## config.mk

```make
export PLATFORM = sky130hd
export DESIGN_NAME = ifb_top
export DESIGN_NICKNAME = d
export VERILOG_FILES = /design/src/ifb_pkg.sv /design/src/ifb_top.sv /design/src/ifb_edge.sv
export VERILOG_INCLUDE_DIRS = /design/src
export SDC_FILE = /design/constraint.sdc
export NUM_CORES = 1
export LEC_CHECK = 0
export BUFFER_PORTS_ARGS = -buffer_cell sky130_fd_sc_hd__buf_4
export CORE_ASPECT_RATIO = 1.4
export CORE_MARGIN = 1
export CORE_UTILIZATION = 59
export DETAILED_ROUTE_END_ITERATION = 7
export PLACE_DENSITY = 0.81
export SYNTH_ARGS = -nofsm -noshare
export SYNTH_HDL_FRONTEND = slang
export SYNTH_SLANG_ARGS = --single-unit
```

## constraint.sdc

```tcl
create_clock -name REF_CLK -period 2.3 [get_ports REF_CLK]
set_clock_uncertainty 0.05 [all_clocks]
set_input_delay 0.69 -clock REF_CLK [delete_from_list [all_inputs] [get_ports REF_CLK]]
set_output_delay 0.69 -clock REF_CLK [all_outputs]
set_load 0.05 [all_outputs]
```

## src/ifb_params.svh

```systemverilog
`ifndef IFB_PARAMS_SVH
`define IFB_PARAMS_SVH

// Register indices in the special purpose data memory window.
`define IFB_IDX_EDGE     4'h0
`define IFB_IDX_CTL_A    4'h1
`define IFB_IDX_CTL_B    4'h2
`define IFB_IDX_MF_A     4'h3
`define IFB_IDX_MF_B     4'h4

// Field positions in the edge select register.
`define IFB_EDGE_P0_LO   0
`define IFB_EDGE_P1_LO   2
`define IFB_EDGE_WIDTH   4

// Field positions in primary control register A.
`define IFB_A_GLOBAL_EN  0
`define IFB_A_P0_EN      1
`define IFB_A_P1_EN      2
`define IFB_A_AC_EN      3
`define IFB_A_P0_FLAG    4
`define IFB_A_P1_FLAG    5
`define IFB_A_AC_FLAG    6
`define IFB_A_WIDTH      7

// Field positions in primary control register B.
`define IFB_B_TB0_EN     0
`define IFB_B_TB1_EN     1
`define IFB_B_MF0_EN     2
`define IFB_B_MF1_EN     3
`define IFB_B_TB0_FLAG   4
`define IFB_B_TB1_FLAG   5
`define IFB_B_MF0_FLAG   6
`define IFB_B_MF1_FLAG   7

// Multi-function registers: enables low nibble, flags high nibble.
`define IFB_MF_EN_LO     0
`define IFB_MF_FLAG_LO   4

// Reset value of every implemented bit.
`define IFB_RESET_VAL    8'h00

`endif

```

## src/ifb_pkg.sv

```systemverilog
package ifb_pkg;
  // Edge detection modes carried by a two-bit edge code.
  typedef enum logic [1:0] {
    IFB_EDGE_OFF     = 2'h0,
    IFB_EDGE_RISE    = 2'h1,
    IFB_EDGE_FALL    = 2'h2,
    IFB_EDGE_BOTH    = 2'h3
  } ifb_edge_mode_t;
endpackage

```

## src/ifb_top.sv

```systemverilog
`timescale 1ns/1ns
`include "ifb_params.svh"
// Interrupt flag and enable register bank.
module ifb_top #(
  parameter int ADDR_W = 4
) (
  // Clock and reset.
  input  wire logic              REF_CLK,
  input  wire logic              RST,
  // Data memory access from the core.
  input  wire logic [ADDR_W-1:0] ADDR,
  input  wire logic              WR_EN,
  input  wire logic              RD_EN,
  input  wire logic [7:0]        WDATA,
  output logic      [7:0]        RDATA,
  // External interrupt pins.
  input  wire logic [1:0]        EXT_IRQ_PINS,
  // Internal peripheral request pulses.
  input  wire logic              AUTOCONV_EVT,
  input  wire logic              TB0_EVT,
  input  wire logic              TB1_EVT,
  input  wire logic [3:0]        STM_EVT,
  input  wire logic [3:0]        MFB_EVT,
  // Requests toward the core.
  output logic                   IRQ_REQ,
  output logic      [6:0]        IRQ_PEND
);

  // The index is taken from ADDR[3:0], so a narrower address could not supply every index bit.
  if (ADDR_W < 4) begin : g_addr_check
    $error("ifb_top: ADDR_W must be at least 4");
  end

  // Reset image of a full byte; narrower registers take their low bits from it.
  localparam logic [7:0] reset_byte = `IFB_RESET_VAL;

  // Stored fields, their next values and the decode helpers.
  logic [`IFB_EDGE_WIDTH-1:0] edge_sel_r;    // Edge codes for both pins.
  logic [`IFB_EDGE_WIDTH-1:0] edge_sel_nxt;  // Next edge codes.
  logic [`IFB_A_WIDTH-1:0]    ctl_a_r;       // Primary control A, bit 7 absent.
  logic [`IFB_A_WIDTH-1:0]    ctl_a_nxt;     // Next primary control A.
  logic [7:0]                 ctl_b_r;       // Primary control B.
  logic [7:0]                 ctl_b_nxt;     // Next primary control B.
  logic [7:0]                 mf_a_r;        // Multi-function control A.
  logic [7:0]                 mf_a_nxt;      // Next multi-function control A.
  logic [7:0]                 mf_b_r;        // Multi-function control B.
  logic [7:0]                 mf_b_nxt;      // Next multi-function control B.
  logic [7:0]                 rdata_r;       // Read data register.
  logic [7:0]                 rdata_nxt;     // Next read data.
  logic                       irq_r;         // Combined request register.
  logic                       irq_nxt;       // Next combined request.
  logic [6:0]                 pend_r;        // Per-source pending register.
  logic [6:0]                 pend_nxt;      // Next per-source pending.
  logic [1:0]                 pin_evt;       // Selected edge pulses from the pins.
  logic [3:0]                 idx;           // Register index taken from the address.
  logic                       mf0_any;       // Some enabled sub-source in bank A pending.
  logic                       mf1_any;       // Some enabled sub-source in bank B pending.

  assign idx = ADDR[3:0];

  // One edge detector per external pin; only pins feed the external flags.
  genvar g;
  generate
    for (g = 0; g < 2; g = g + 1) begin : g_pin
      ifb_edge u_edge (
        .clk  (REF_CLK),
        .rst  (RST),
        .pin  (EXT_IRQ_PINS[g]),
        .code (edge_sel_r[2*g+1 -: 2]),
        .evt  (pin_evt[g])
      );
    end
  endgenerate

  // Register update: software writes first, then hardware sets on top.
  // Doing the sets last means an event in the cycle of a clearing write is never lost;
  // the cost is that software must clear a flag again if the event keeps arriving.
  always_comb begin
    edge_sel_nxt = edge_sel_r;
    ctl_a_nxt    = ctl_a_r;
    ctl_b_nxt    = ctl_b_r;
    mf_a_nxt     = mf_a_r;
    mf_b_nxt     = mf_b_r;
    mf0_any      = |(mf_a_r[`IFB_MF_FLAG_LO +: 4] & mf_a_r[`IFB_MF_EN_LO +: 4]);
    mf1_any      = |(mf_b_r[`IFB_MF_FLAG_LO +: 4] & mf_b_r[`IFB_MF_EN_LO +: 4]);
    // Only one register is written per cycle; unmapped indices leave everything alone.
    if (WR_EN) begin
      if (idx == `IFB_IDX_EDGE) begin
        // Edge codes for both pins; the upper nibble has no storage.
        // both pin codes
        edge_sel_nxt = WDATA[`IFB_EDGE_WIDTH-1:0];
      end else if (idx == `IFB_IDX_CTL_A) begin
        // Global enable, source enables and the three flags; bit 7 has no storage.
        // global enable, per-source enables and flags
        ctl_a_nxt = WDATA[`IFB_A_WIDTH-1:0];
      end else if (idx == `IFB_IDX_CTL_B) begin
        // Time base and multi-function enables and flags.
        ctl_b_nxt = WDATA;
      end else if (idx == `IFB_IDX_MF_A) begin
        // Timer comparator sub-sources.
        // sub-source bank A
        mf_a_nxt = WDATA;
      end else if (idx == `IFB_IDX_MF_B) begin
        // Converter, serial, data memory and low voltage sub-sources.
        mf_b_nxt = WDATA;
      end
    end
    // Hardware sets win over a clearing write in the same cycle.
    // pin zero flag
    ctl_a_nxt[`IFB_A_P0_FLAG] = ctl_a_nxt[`IFB_A_P0_FLAG] | pin_evt[0];
    ctl_a_nxt[`IFB_A_P1_FLAG] = ctl_a_nxt[`IFB_A_P1_FLAG] | pin_evt[1];
    ctl_a_nxt[`IFB_A_AC_FLAG] = ctl_a_nxt[`IFB_A_AC_FLAG] | AUTOCONV_EVT;
    ctl_b_nxt[`IFB_B_TB0_FLAG] = ctl_b_nxt[`IFB_B_TB0_FLAG] | TB0_EVT;
    ctl_b_nxt[`IFB_B_TB1_FLAG] = ctl_b_nxt[`IFB_B_TB1_FLAG] | TB1_EVT;
    mf_a_nxt[`IFB_MF_FLAG_LO +: 4] = mf_a_nxt[`IFB_MF_FLAG_LO +: 4] | STM_EVT;
    mf_b_nxt[`IFB_MF_FLAG_LO +: 4] = mf_b_nxt[`IFB_MF_FLAG_LO +: 4] | MFB_EVT;
    // A summary flag is set again while any enabled sub-source in its bank is still pending,
    // so software must clear the sub-flag before the summary flag will stay clear.
    // summary flags
    ctl_b_nxt[`IFB_B_MF0_FLAG] = ctl_b_nxt[`IFB_B_MF0_FLAG] | mf0_any;
    ctl_b_nxt[`IFB_B_MF1_FLAG] = ctl_b_nxt[`IFB_B_MF1_FLAG] | mf1_any;
  end

  // Request generation from the current flags and enables.
  // Apart from the summary flags, which need an enabled sub-source, flags are set whatever the enables say; requests are gated here.
  // The requests are registered below, so they trail the flags by one cycle.
  // That delay is the price of handing the core clean levels.
  always_comb begin
    pend_nxt = {ctl_b_r[`IFB_B_MF1_FLAG] & ctl_b_r[`IFB_B_MF1_EN],
                ctl_b_r[`IFB_B_MF0_FLAG] & ctl_b_r[`IFB_B_MF0_EN],
                ctl_b_r[`IFB_B_TB1_FLAG] & ctl_b_r[`IFB_B_TB1_EN],
                ctl_b_r[`IFB_B_TB0_FLAG] & ctl_b_r[`IFB_B_TB0_EN],
                ctl_a_r[`IFB_A_AC_FLAG] & ctl_a_r[`IFB_A_AC_EN],
                ctl_a_r[`IFB_A_P1_FLAG] & ctl_a_r[`IFB_A_P1_EN],
                ctl_a_r[`IFB_A_P0_FLAG] & ctl_a_r[`IFB_A_P0_EN]};
    irq_nxt = ctl_a_r[`IFB_A_GLOBAL_EN] & (|pend_nxt);
  end

  // Read path; unmapped indices and absent bits read as zero.
  // A read in the cycle of a write returns the old contents, since it looks at the registers.
  always_comb begin
    rdata_nxt = rdata_r;
    // Without a read strobe the last value read simply stands.
    if (RD_EN) begin
      if (idx == `IFB_IDX_EDGE) begin
        rdata_nxt = {4'h0, edge_sel_r};
      end else if (idx == `IFB_IDX_CTL_A) begin
        // Bit 7 has no storage and reads zero.
        rdata_nxt = {1'b0, ctl_a_r};
      end else if (idx == `IFB_IDX_CTL_B) begin
        // Full byte of time base and multi-function bits.
        rdata_nxt = ctl_b_r;
      end else if (idx == `IFB_IDX_MF_A) begin
        // Timer comparator sub-sources.
        rdata_nxt = mf_a_r;
      end else if (idx == `IFB_IDX_MF_B) begin
        // Remaining sub-sources.
        rdata_nxt = mf_b_r;
      end else begin
        // Nothing stands at this index.
        rdata_nxt = 8'h00;
      end
    end
  end

  // Register bank state; every implemented bit resets to zero so nothing is enabled or pending.
  always_ff @(posedge REF_CLK) begin
    if (RST) begin
      edge_sel_r <= reset_byte[`IFB_EDGE_WIDTH-1:0];
      ctl_a_r    <= reset_byte[`IFB_A_WIDTH-1:0];
      ctl_b_r    <= reset_byte;
      mf_a_r     <= reset_byte;
      mf_b_r     <= reset_byte;
    end else begin
      edge_sel_r <= edge_sel_nxt;
      ctl_a_r    <= ctl_a_nxt;
      ctl_b_r    <= ctl_b_nxt;
      mf_a_r     <= mf_a_nxt;
      mf_b_r     <= mf_b_nxt;
    end
  end

  // Request registers; they give the core glitch-free levels at the price of one cycle of delay.
  always_ff @(posedge REF_CLK) begin
    if (RST) begin
      // No request may reach the core during or right after reset.
      irq_r  <= 1'b0;
      pend_r <= 7'h00;
    end else begin
      irq_r  <= irq_nxt;
      pend_r <= pend_nxt;
    end
  end

  // Read data register; it holds the last value read until the next read strobe.
  always_ff @(posedge REF_CLK) begin
    if (RST) begin
      rdata_r <= reset_byte;
    end else begin
      rdata_r <= rdata_nxt;
    end
  end

  // Every output comes straight from a flip-flop.
  assign RDATA    = rdata_r;
  assign IRQ_REQ  = irq_r;
  assign IRQ_PEND = pend_r;

endmodule

```

## src/ifb_edge.sv

```systemverilog
`timescale 1ns/1ns
// Edge detector for one external interrupt pin.
module ifb_edge (
  // Clock and reset.
  input  wire logic        clk,
  input  wire logic        rst,
  // Pin level and the selected edge code.
  input  wire logic        pin,
  input  wire logic [1:0]  code,
  // One-cycle pulse on a selected edge.
  output logic             evt
);

  logic prev_r;    // Pin level of the previous cycle.
  logic prev_nxt;  // Next value of the previous level.
  logic rise;      // Low to high transition seen.
  logic fall;      // High to low transition seen.

  // The previous level always follows the pin, so a mode change never sees a stale level.
  always_comb begin
    prev_nxt = pin;
    rise     = pin & ~prev_r;
    fall     = ~pin & prev_r;
    // Edge code decode: off, rising, falling or both.
    case (ifb_pkg::ifb_edge_mode_t'(code))
      ifb_pkg::IFB_EDGE_RISE: begin
        evt = rise;
      end
      ifb_pkg::IFB_EDGE_FALL: begin
        evt = fall;
      end
      ifb_pkg::IFB_EDGE_BOTH: begin
        evt = rise | fall;
      end
      default: begin
        evt = 1'b0;
      end
    endcase
  end

  // Register the pin level; reset low, harmless since all codes reset to off.
  always_ff @(posedge clk) begin
    if (rst) begin
      prev_r <= 1'b0;
    end else begin
      prev_r <= prev_nxt;
    end
  end

endmodule

```

# After elaboration in Yosys (flattened, before gate mapping)
# Index checks and enable logic that the tools add are counted.
[classes]
n_eq_ne = 10
n_mux = 25
n_bitwise = 33
n_reduce_logical = 9
[ops]
columns = ["cell", "count"]
rows = [
  ["$mux W8", 20],
  ["$mux W7", 3],
  ["$and A1 B1 Y1", 12],
  ["$or A1 B1 Y1", 9],
  ["$and A4 B4 Y4", 2],
  ["$eq A2 B2 Y1 const B", 4],
  ["$eq A4 B2 Y1 const B", 2],
  ["$not A1 Y1", 8],
  ["$or A4 B4 Y4", 2],
  ["$reduce_or A4 Y1", 2],
  ["$reduce_or A7 Y1", 1],
  ["$pmux W1 S3", 2],
  ["$reduce_and A6 Y1", 1],
  ["$reduce_and A5 Y1", 1],
  ["$eq A2 B1 Y1 const B", 2],
  ["$eq A4 B1 Y1 const B", 1],
  ["$eq A4 B3 Y1 const B", 1],
  ["$logic_not A4 Y1", 1],
  ["$reduce_and A4 Y1", 1],
  ["$reduce_and A3 Y1", 1],
  ["$reduce_and A2 Y1", 1],
]
[totals]
reg_bits = 53
in_bits = 29
word_cells = 91

# Longest topological paths before layout
# Gate-level depths: netlist (run 1).
[depth]
word_depth = 8
depth_mapped = 6
ltp_nobuf = 6

# By module
# A second synthesis (run 1) with hierarchy kept.
[unflattened]
cells_unflattened = 289
hier_area_um2 = 2362.3
[modules_own_cells]
columns = ["mod", "instances", "cells_each", "area_per_inst_um2"]
rows = [
  ["ifb_top", 1, 267, 2197.1],
  ["ifb_edge", 2, 11, 82.6],
]

# Least setup slack after synthesis (run 1)
# OpenSTA, ideal clock, no wires.
[synth_timing]
path_kind = "input-to-reg"
startpoint = "in ADDR[1]"
endpoint = "reg rdata_r[7], in the netlist RDATA[7]"
arrival_ps = 1596
t_required_ps = 2183
slack_ps = 587
stages = 6
cell_sequence = "buf_6 buf_4 o21a_1 nor2_2 a2111o_1 a21oi_2"
[synth_via]
elab_chain_len = 6
[synth_rtl]
columns = ["element", "line_no", "source"]
rows = [
  ["start, declared", "ifb_top.sv:11", "input wire logic [ADDR_W-1:0] ADDR,"],
  ["$eq A4 B3 Y1 (no source line)", "--", ""],
  ["$mux W8", "ifb_top.sv:156", "end else if (idx == `IFB_IDX_MF_B) begin"],
  ["$mux W8", "ifb_top.sv:153", "end else if (idx == `IFB_IDX_MF_A) begin"],
  ["$mux W8", "ifb_top.sv:150", "end else if (idx == `IFB_IDX_CTL_B) begin"],
  ["$mux W8", "ifb_top.sv:147", "end else if (idx == `IFB_IDX_CTL_A) begin"],
  ["$mux W8 (*)", "ifb_top.sv:145", "if (idx == `IFB_IDX_EDGE) begin"],
  ["end signal, assigned", "ifb_top.sv:198", "rdata_r <= reset_byte;"],
  ["end signal, assigned", "ifb_top.sv:200", "rdata_r <= rdata_nxt;"],
  ["end, declared", "ifb_top.sv:48", "logic [7:0] rdata_r;"],
]
# Every way passes the cells marked *; elsewhere a longest branch is shown, timed or not.
# A chain may end at the register's enable or synchronous reset.

# Worst setup path after layout (run 1)
[layout_timing]
startpoint = "in ADDR[2]"
endpoint = "reg mf_a_r[6]"
[layout_via]
elab_chain_len = 7
[layout_rtl]
columns = ["element", "line_no", "source"]
rows = [
  ["$eq A4 B2 Y1 (no source line)", "--", ""],
  ["$mux W8", "ifb_top.sv:99", "end else if (idx == `IFB_IDX_MF_A) begin"],
  ["$mux W8", "ifb_top.sv:96", "end else if (idx == `IFB_IDX_CTL_B) begin"],
  ["$mux W8", "ifb_top.sv:92", "end else if (idx == `IFB_IDX_CTL_A) begin"],
  ["$mux W8 (*)", "ifb_top.sv:88", "if (idx == `IFB_IDX_EDGE) begin"],
  ["$mux W8 (*)", "ifb_top.sv:87", "if (WR_EN) begin"],
  ["$or A4 B4 Y4 (*)", "ifb_top.sv:115", "mf_a_nxt[`IFB_MF_FLAG_LO +: 4] = mf_a_nxt[`IFB_MF_FLAG_LO +: 4] | STM_EVT;"],
  ["end signal, assigned", "ifb_top.sv:172", "mf_a_r <= reset_byte;"],
  ["end signal, assigned", "ifb_top.sv:178", "mf_a_r <= mf_a_nxt;"],
  ["end, declared", "ifb_top.sv:44", "logic [7:0] mf_a_r;"],
]
# Marked as above.

==> summary.md, run 1 <==
| Metric | Value |
|---|---|
| Crit path launch type | input port |
| Slew Limit Fails | 0 |
| Starting Density | 63.1% |
| Root Driver | clkbuf_8 |
| Gp weighted congestion | 0.860 |
| Overall Global Routing Usage | 28.0% |
| Post-CTS sizing | 0 |
| N_diodes | 0 |
| F_max | 545 MHz |
| Max-cap violations | 0 |
| Worst Tran Pin Value | 0.599 ns |
| Number of synthesized register bits | 53 |
| RSZ-0062 raised after global routing | no |
| Post-Synthesis Cells | 291 |
| Total clock buffers created by CTS | 5 |
| Post-synth EDFFs | 0 |
| Via Count | 2200 |
| Drt first-iter violations | 147 |
| Synth top area share | 41.9% |
| Die width | 57.4 microns |
| CTS clk-pin slew, worst paths | 0.09 ns |
| Layout cells sized above 1 | 20.9% |
| I/O Buffers | 44 |
| Post-synthesis cell type count | 46 |
| Ys async rst share | 0% |
| Routed Antenna Nets | 0 |
| Drt pass-1 iters | 7 |
| Postcts setup bufs | 0 |
| Fillers | 322 |
| Slew headroom | 59.6% |
| Per-cell routed wire length | 16.0 microns |
| Count of final hold-check violations | 0 |
| Largest net degree at the start of global routing | 56 |
| Total Wirelength | 5950 microns |
| Die Y-Extent | 79.6 microns |
| Finish-stage setup viols | 0 |
| Clk sinks | 53 |
| Syn nets | 324 |
| First-pass GRT wire length | 9860 microns |
| Worst-Skew Late Latency | 0.30 ns |
| Vias/cell | 5.90 |
| Avg Inst Size Synth | 8.71 sq um |
| Tmin final | 1.83 ns |
| Overflow after GRT | 0 |
| Synth area leader | dfxtp_1 |
| Failing checks | DRC |
| Vias in the first global route | 2101 |
| DR DRC count | 5 |
| Status | finished with violations |
| DP HPWL | 4350 microns |
| WS Path Type | in2reg |
| Nets | 362 |
| Sequential area share after synthesis | 41.9% |
| Worst EP required | 2.42 ns |
| CP arrival | 1.95 ns |
| H-tree depth | 2 |
| Top post-synthesis cells by area | dfxtp_1 (42%), mux2i_1 (11%), nor2_1 (5.5%) |
| Initial antenna violation count | 0 |
| Static leakage | 0.00133 uW |
| Predominant post-synthesis flop cell | dfxtp_1 |
| Peak supply drop | 0.000521 V |
| Final setup TNS | 0 ns |
| Worst hold path type | reg2reg |
| Final Util | 73.6% |
| Core area | 4020 sq um |
| Endpoint class of the critical path | flop |
| Syn Std Cell Area | 2530 sq um |
| I/O Pins | 45 |
| Row count | 27 |
| Clock Path Buffers | 2 |
| Crit share post-route | 79.8% |
| Die area | 4570 sq um |
| YS warnings | 0 |
| Cell Pwr Density | 595 nW/um^2 |
| CP max FO | 24 |
| CTS hold repair buffers | 0 |
| P&R area growth vs syn | 16.7% |
| CTS tree | built |
worst paths after layout:
kind	start	endpoint	slack, ns	cells after the start
setup / recovery	ADDR[2]	mf_a_r[6]$_SDFF_PP0_	0.47	5
hold / removal	RDATA[7]$_SDFFE_PP0P_	RDATA[7]$_SDFFE_PP0P_	0.42	2
setup reg to reg	mf_b_r[3]$_SDFFE_PP0P_	RDATA[3]$_SDFFE_PP0P_	0.87	4
hold reg to reg	RDATA[7]$_SDFFE_PP0P_	RDATA[7]$_SDFFE_PP0P_	0.42	2
critical path, cell delays in order:
cell and delay [ns]:
buf_4 0.19, nor3b_2 0.24, and3_1 0.50, mux2i_1 0.25, a21oi_1 0.08
power by group:
part | leakage (uW) | total (uW) | internal [uW] | switching, uW
logic | 0.000840 | 213 | 92.3 | 121
registers | 0.000432 | 969 | 944 | 25.1
clock network | 0.0000549 | 578 | 278 | 300
cells by family (layout without fill, tap and decap cells):
family	Yosys count	count (layout)	synth area share (%)
AND/OR/NAND/NOR	104	104	21.2
AO/OA/AOI/OAI	59	59	15.8
flip-flops	53	53	41.9
buffers and inverters	42	81	7.65
multiplexers	29	29	11.5
adder cells (fa/ha/maj)	4	4	1.97
synthesized netlist by cell type (2+ instances only):
| cell type | n |
|---|---|
| buf_6 | 2 |
| buf_2 | 5 |
| nor2_1 | 37 |
| ha_1 | 4 |
| mux2i_1 | 29 |
| clkbuf_1 | 5 |
| nor4_2 | 3 |
| a21oi_1 | 25 |
| a211oi_1 | 5 |
| nor3_1 | 2 |
| buf_4 | 4 |
| nor4_1 | 2 |
| a21boi_0 | 2 |
| o311ai_0 | 4 |
| nand3b_1 | 5 |
| nand3_1 | 9 |
| nand2b_1 | 5 |
| nor3b_1 | 3 |
| buf_1 | 2 |
| nor3b_2 | 2 |
| dfxtp_1 | 53 |
| nand2_1 | 24 |
| a31oi_1 | 5 |
| a22oi_1 | 4 |
| a222oi_1 | 4 |
| nor2_2 | 2 |
| a311oi_1 | 2 |
| inv_1 | 23 |
| o32ai_1 | 2 |
stage by stage:
stage	total power [uW]	cells	area (sq um)	worst slack, ns	hold slack [ns]
2_1_floorplan	1120	291	2530	0.587	0.390
3_3_place_gp	1200	365	2850	0.207	0.409
3_5_place_dp	1200	365	2850	0.161	0.413
4_1_cts	1770	373	2960	0.469	0.428
5_1_grt	1830	373	2960	0.388	0.450
6_report	1760	373	2960	0.466	0.425
metal layers:
layer  share of wire (%)  vias up  wire length, microns  global-route usage [%]
li1                    -     1092                     -                       -
met1                  41     1011                  2450                    35.8
met2                  50       81                  2980                    46.7
met3                 6.2       16                   369                    4.54
met4                 2.5        0                   151                    10.2
met5                   0        -                     0                       0
cells in the final DEF, fill, tap and decap left out, types with 2 or more instances in the layout:
| cell | count |
|---|---|
| dfxtp_1 | 53 |
| buf_4 | 49 |
| nor2_1 | 37 |
| mux2i_1 | 29 |
| a21oi_1 | 25 |
| nand2_1 | 24 |
| inv_1 | 23 |
| nand3_1 | 9 |
| clkbuf_8 | 7 |
| nand2b_1 | 5 |
| a211oi_1 | 5 |
| a31oi_1 | 5 |
| nand3b_1 | 5 |
| o311ai_0 | 4 |
| a222oi_1 | 4 |
| a22oi_1 | 4 |
| ha_1 | 4 |
| nor3b_1 | 3 |
| nor4_2 | 3 |
| nor2_2 | 2 |
| nor3b_2 | 2 |
| nor4_1 | 2 |
| nor3_1 | 2 |
| a311oi_1 | 2 |
| a21boi_0 | 2 |
| o32ai_1 | 2 |
cell type report:
cell class                 count  area, sq um  share of cell area (%)
multi-input combinational    196         1280                    43.3
timing repair buffer          49          368                    12.4
inverter                      24         90.1                    3.05
clock buffer                   7         96.3                    3.26
clock inverter                 1         8.76                   0.296
tap                           43         53.8                    1.82
sequential                    53         1060                    35.9
registers in the layout (all words and copies together) (netlist names):
signal / count
IRQ_PEND: 7
IRQ_REQ: 1
RDATA: 8
ctl_a_r: 7
ctl_b_r: 8
edge_sel_r: 4
g_pin.u_edge.prev_r: 2
mf_a_r: 8
mf_b_r: 8
Power figures use the tool's default switching activity.
==> inputs of run 2 (changes only) <==
CORE_UTILIZATION = 50   (was 59)
PLACE_DENSITY = 0.72   (was 0.81)
clock period = 1.6 ns   (was 2.3 ns; I/O delays follow)
==> summary.md, run 2 (synthesized netlist as in run 1, its figures left out) <==
| Metric | Value |
|---|---|
| WS Path Type | reg2out |
| I/O Pins | 45 (unchanged) |
| Drt pass-1 iters | 4 (-3) |
| Final WS setup | 0.173 ns (-0.292 ns) |
| Clock Path Buffers | 2 (unchanged) |
| CP max FO | 3 (-88%) |
| Endpoint class of the critical path | output pin |
| Layout cells sized above 1 | 26.1% (+5.2 points) |
| Crit path launch type | flop |
| Multi-input logic area | 1280 sq um (unchanged) |
| Core area | 4840 sq um (+20%) |
| Largest net degree at the start of global routing | 42 (-25%) |
| Overall Global Routing Usage | 25.1% (-2.9 points) |
| Starting Density | 52.4% (-11 points) |
| Final setup TNS | 0 ns (unchanged) |
| Status | finished, final reports clean |
| Clk sinks | 53 (unchanged) |
| DP HPWL | 4820 microns (+11%) |
| CP arrival | 0.90 ns (-1.05 ns) |
| Crit-path slowest cell | dfxtp_1 |
| Slew headroom | 71.3% (+12 points) |
| Peak supply drop | 0.000522 V (+0.14%) |
| Routed Antenna Nets | 0 (unchanged) |
| FF/Latch Area | 1060 sq um (unchanged) |
| H-tree depth | 2 (unchanged) |
| Worst-Skew Late Latency | 0.30 ns (about the same) |
| Worst hold path type | in2reg |
| Die Y-Extent | 86.3 microns (+8.4%) |
| Critical path buffers and inverters | 1 (unchanged) |
| Postcts setup bufs | 0 (unchanged) |
| DR DRC count | 0 (-5) |
| First-pass GRT wire length | 10600 microns (+7.1%) |
| Slew Limit Fails | 0 (unchanged) |
| Cell Pwr Density | 803 nW/um^2 (+35%) |
| Worst Tran Pin Value | 0.425 ns (-0.174 ns) |
| Row count | 30 (+11%) |
| R2r setup slk | 0.30 ns (-0.57 ns) |
| Dpl ws | -0.263 ns (-0.424 ns) |
| Die width | 62.2 microns (+8.3%) |
| Nets | 385 (+6.4%) |
| Top Family by Delay on Critical Path | flip-flops |
| Total Wirelength | 6180 microns (+3.9%) |
| Leading cell types in the layout, fill and taps excluded | buf_4 (71), dfxtp_1 (53), nor2_1 (37), mux2i_1 (29), a21oi_1 (25) |
| Finish-stage setup viols | 0 (unchanged) |
| Vias in the first global route | 2204 (+4.9%) |
| Vias/cell | 5.43 (-8.0%) |
| Crit share post-route | 89.2% |
| Per-cell routed wire length | 14.8 microns (-7.1%) |
| Post-CTS sizing | 0 (unchanged) |
| Crit path cell chain | buf_4 |
| Commonest non-fill, non-tap cell in the layout | buf_4 |
| CTS tree | built |
| Via Count | 2263 (+2.9%) |
| F_max | 701 MHz |
| Count of final hold-check violations | 0 (unchanged) |
| Max-cap violations | 0 (unchanged) |
| Gp weighted congestion | 0.832 (-3.3%) |
| CTS hold repair buffers | 0 (unchanged) |
| Drt first-iter violations | 105 (-29%) |
| Initial antenna violation count | 0 (unchanged) |
| Die area | 5360 sq um (+17%) |
| Fillers | 431 (+34%) |
| Slowest cell delay on critical path | 0.38 ns (-0.12 ns) |
| Worst EP required | 1.07 ns (-1.35 ns) |
| Static leakage | 0.00144 uW (+8.6%) |
| Final Util | 65.3% (-8.3 points) |
| Worst Hold Margin | 0.349 ns (-0.0753 ns) |
| RSZ-0062 raised after global routing | no |
| Overflow after GRT | 0 (unchanged) |
| N_diodes | 0 (unchanged) |
| Root Driver | clkbuf_8 |
| Total clock buffers created by CTS | 5 (unchanged) |
| I/O Buffers | 44 (unchanged) |
| Power Total | 2540 uW (+44%) |
| P&R area growth vs syn | 24.7% |
| CTS clk-pin slew, worst paths | 0.10 ns (about the same) |
| Tmin final | 1.43 ns |
[run 2: cell types whose count changed in the layout (fill, tap and decap cells not counted)]
cell,before,now
buf_4,49,71
o311ai_0,4,1
o311ai_1,0,3
buf_12,0,1
clkbuf_8,7,6
clkinv_2,0,1
clkinv_4,0,1
inv_6,1,0
[run 2: where the power goes]
group          leakage (uW)  internal (uW)  switching [uW]
sequential         0.000432           1360            35.5
clock             0.0000512            352             440
combinational      0.000959            167             186
[run 2: worst paths after layout]
path / startpoint / endpoint / cells past startpoint
min reg2reg: RDATA[7]$_SDFFE_PP0P_ / RDATA[7]$_SDFFE_PP0P_ / 2
min: RST / RDATA[7]$_SDFFE_PP0P_ / 2
max reg2reg: mf_b_r[0]$_SDFFE_PP0P_ / RDATA[0]$_SDFFE_PP0P_ / 4
max: RDATA[3]$_SDFFE_PP0P_ / RDATA[3] / 1
[run 2: metrics by stage]
stage	instances	area, sq um
final	417	3160
after global routing	417	3160
after CTS	417	3160
after detailed placement	409	3060
after global placement	409	3060
after floorplan	291	2530
[run 2: metal layers]
layer,GRT usage [%],part of all wire (%),vias to the layer above
met5,0,0,-
met2,43.3,49,62
met4,11.2,2.2,0
met3,4.34,3.9,12
met1,30.7,45,1043
li1,-,-,1146
[run 2: final cells by class]
| cell class | instances | area share, % |
|---|---|---|
| Clock buffer | 6 | 2.61 |
| Sequential cell | 53 | 33.6 |
| Clock inverter | 2 | 0.435 |
| Inverter | 24 | 2.85 |
| Timing Repair Buffer | 72 | 17.5 |
| Multi-Input combinational cell | 196 | 40.5 |
| Tap cell | 64 | 2.53 |
[run 2: worst register-to-register path, cell delays in order, from the launching register on]
cell and delay [ns]:
dfxtp_1 0.39, inv_1 0.06, o311ai_1 0.42, a222oi_1 0.12
nor4_1 0.18
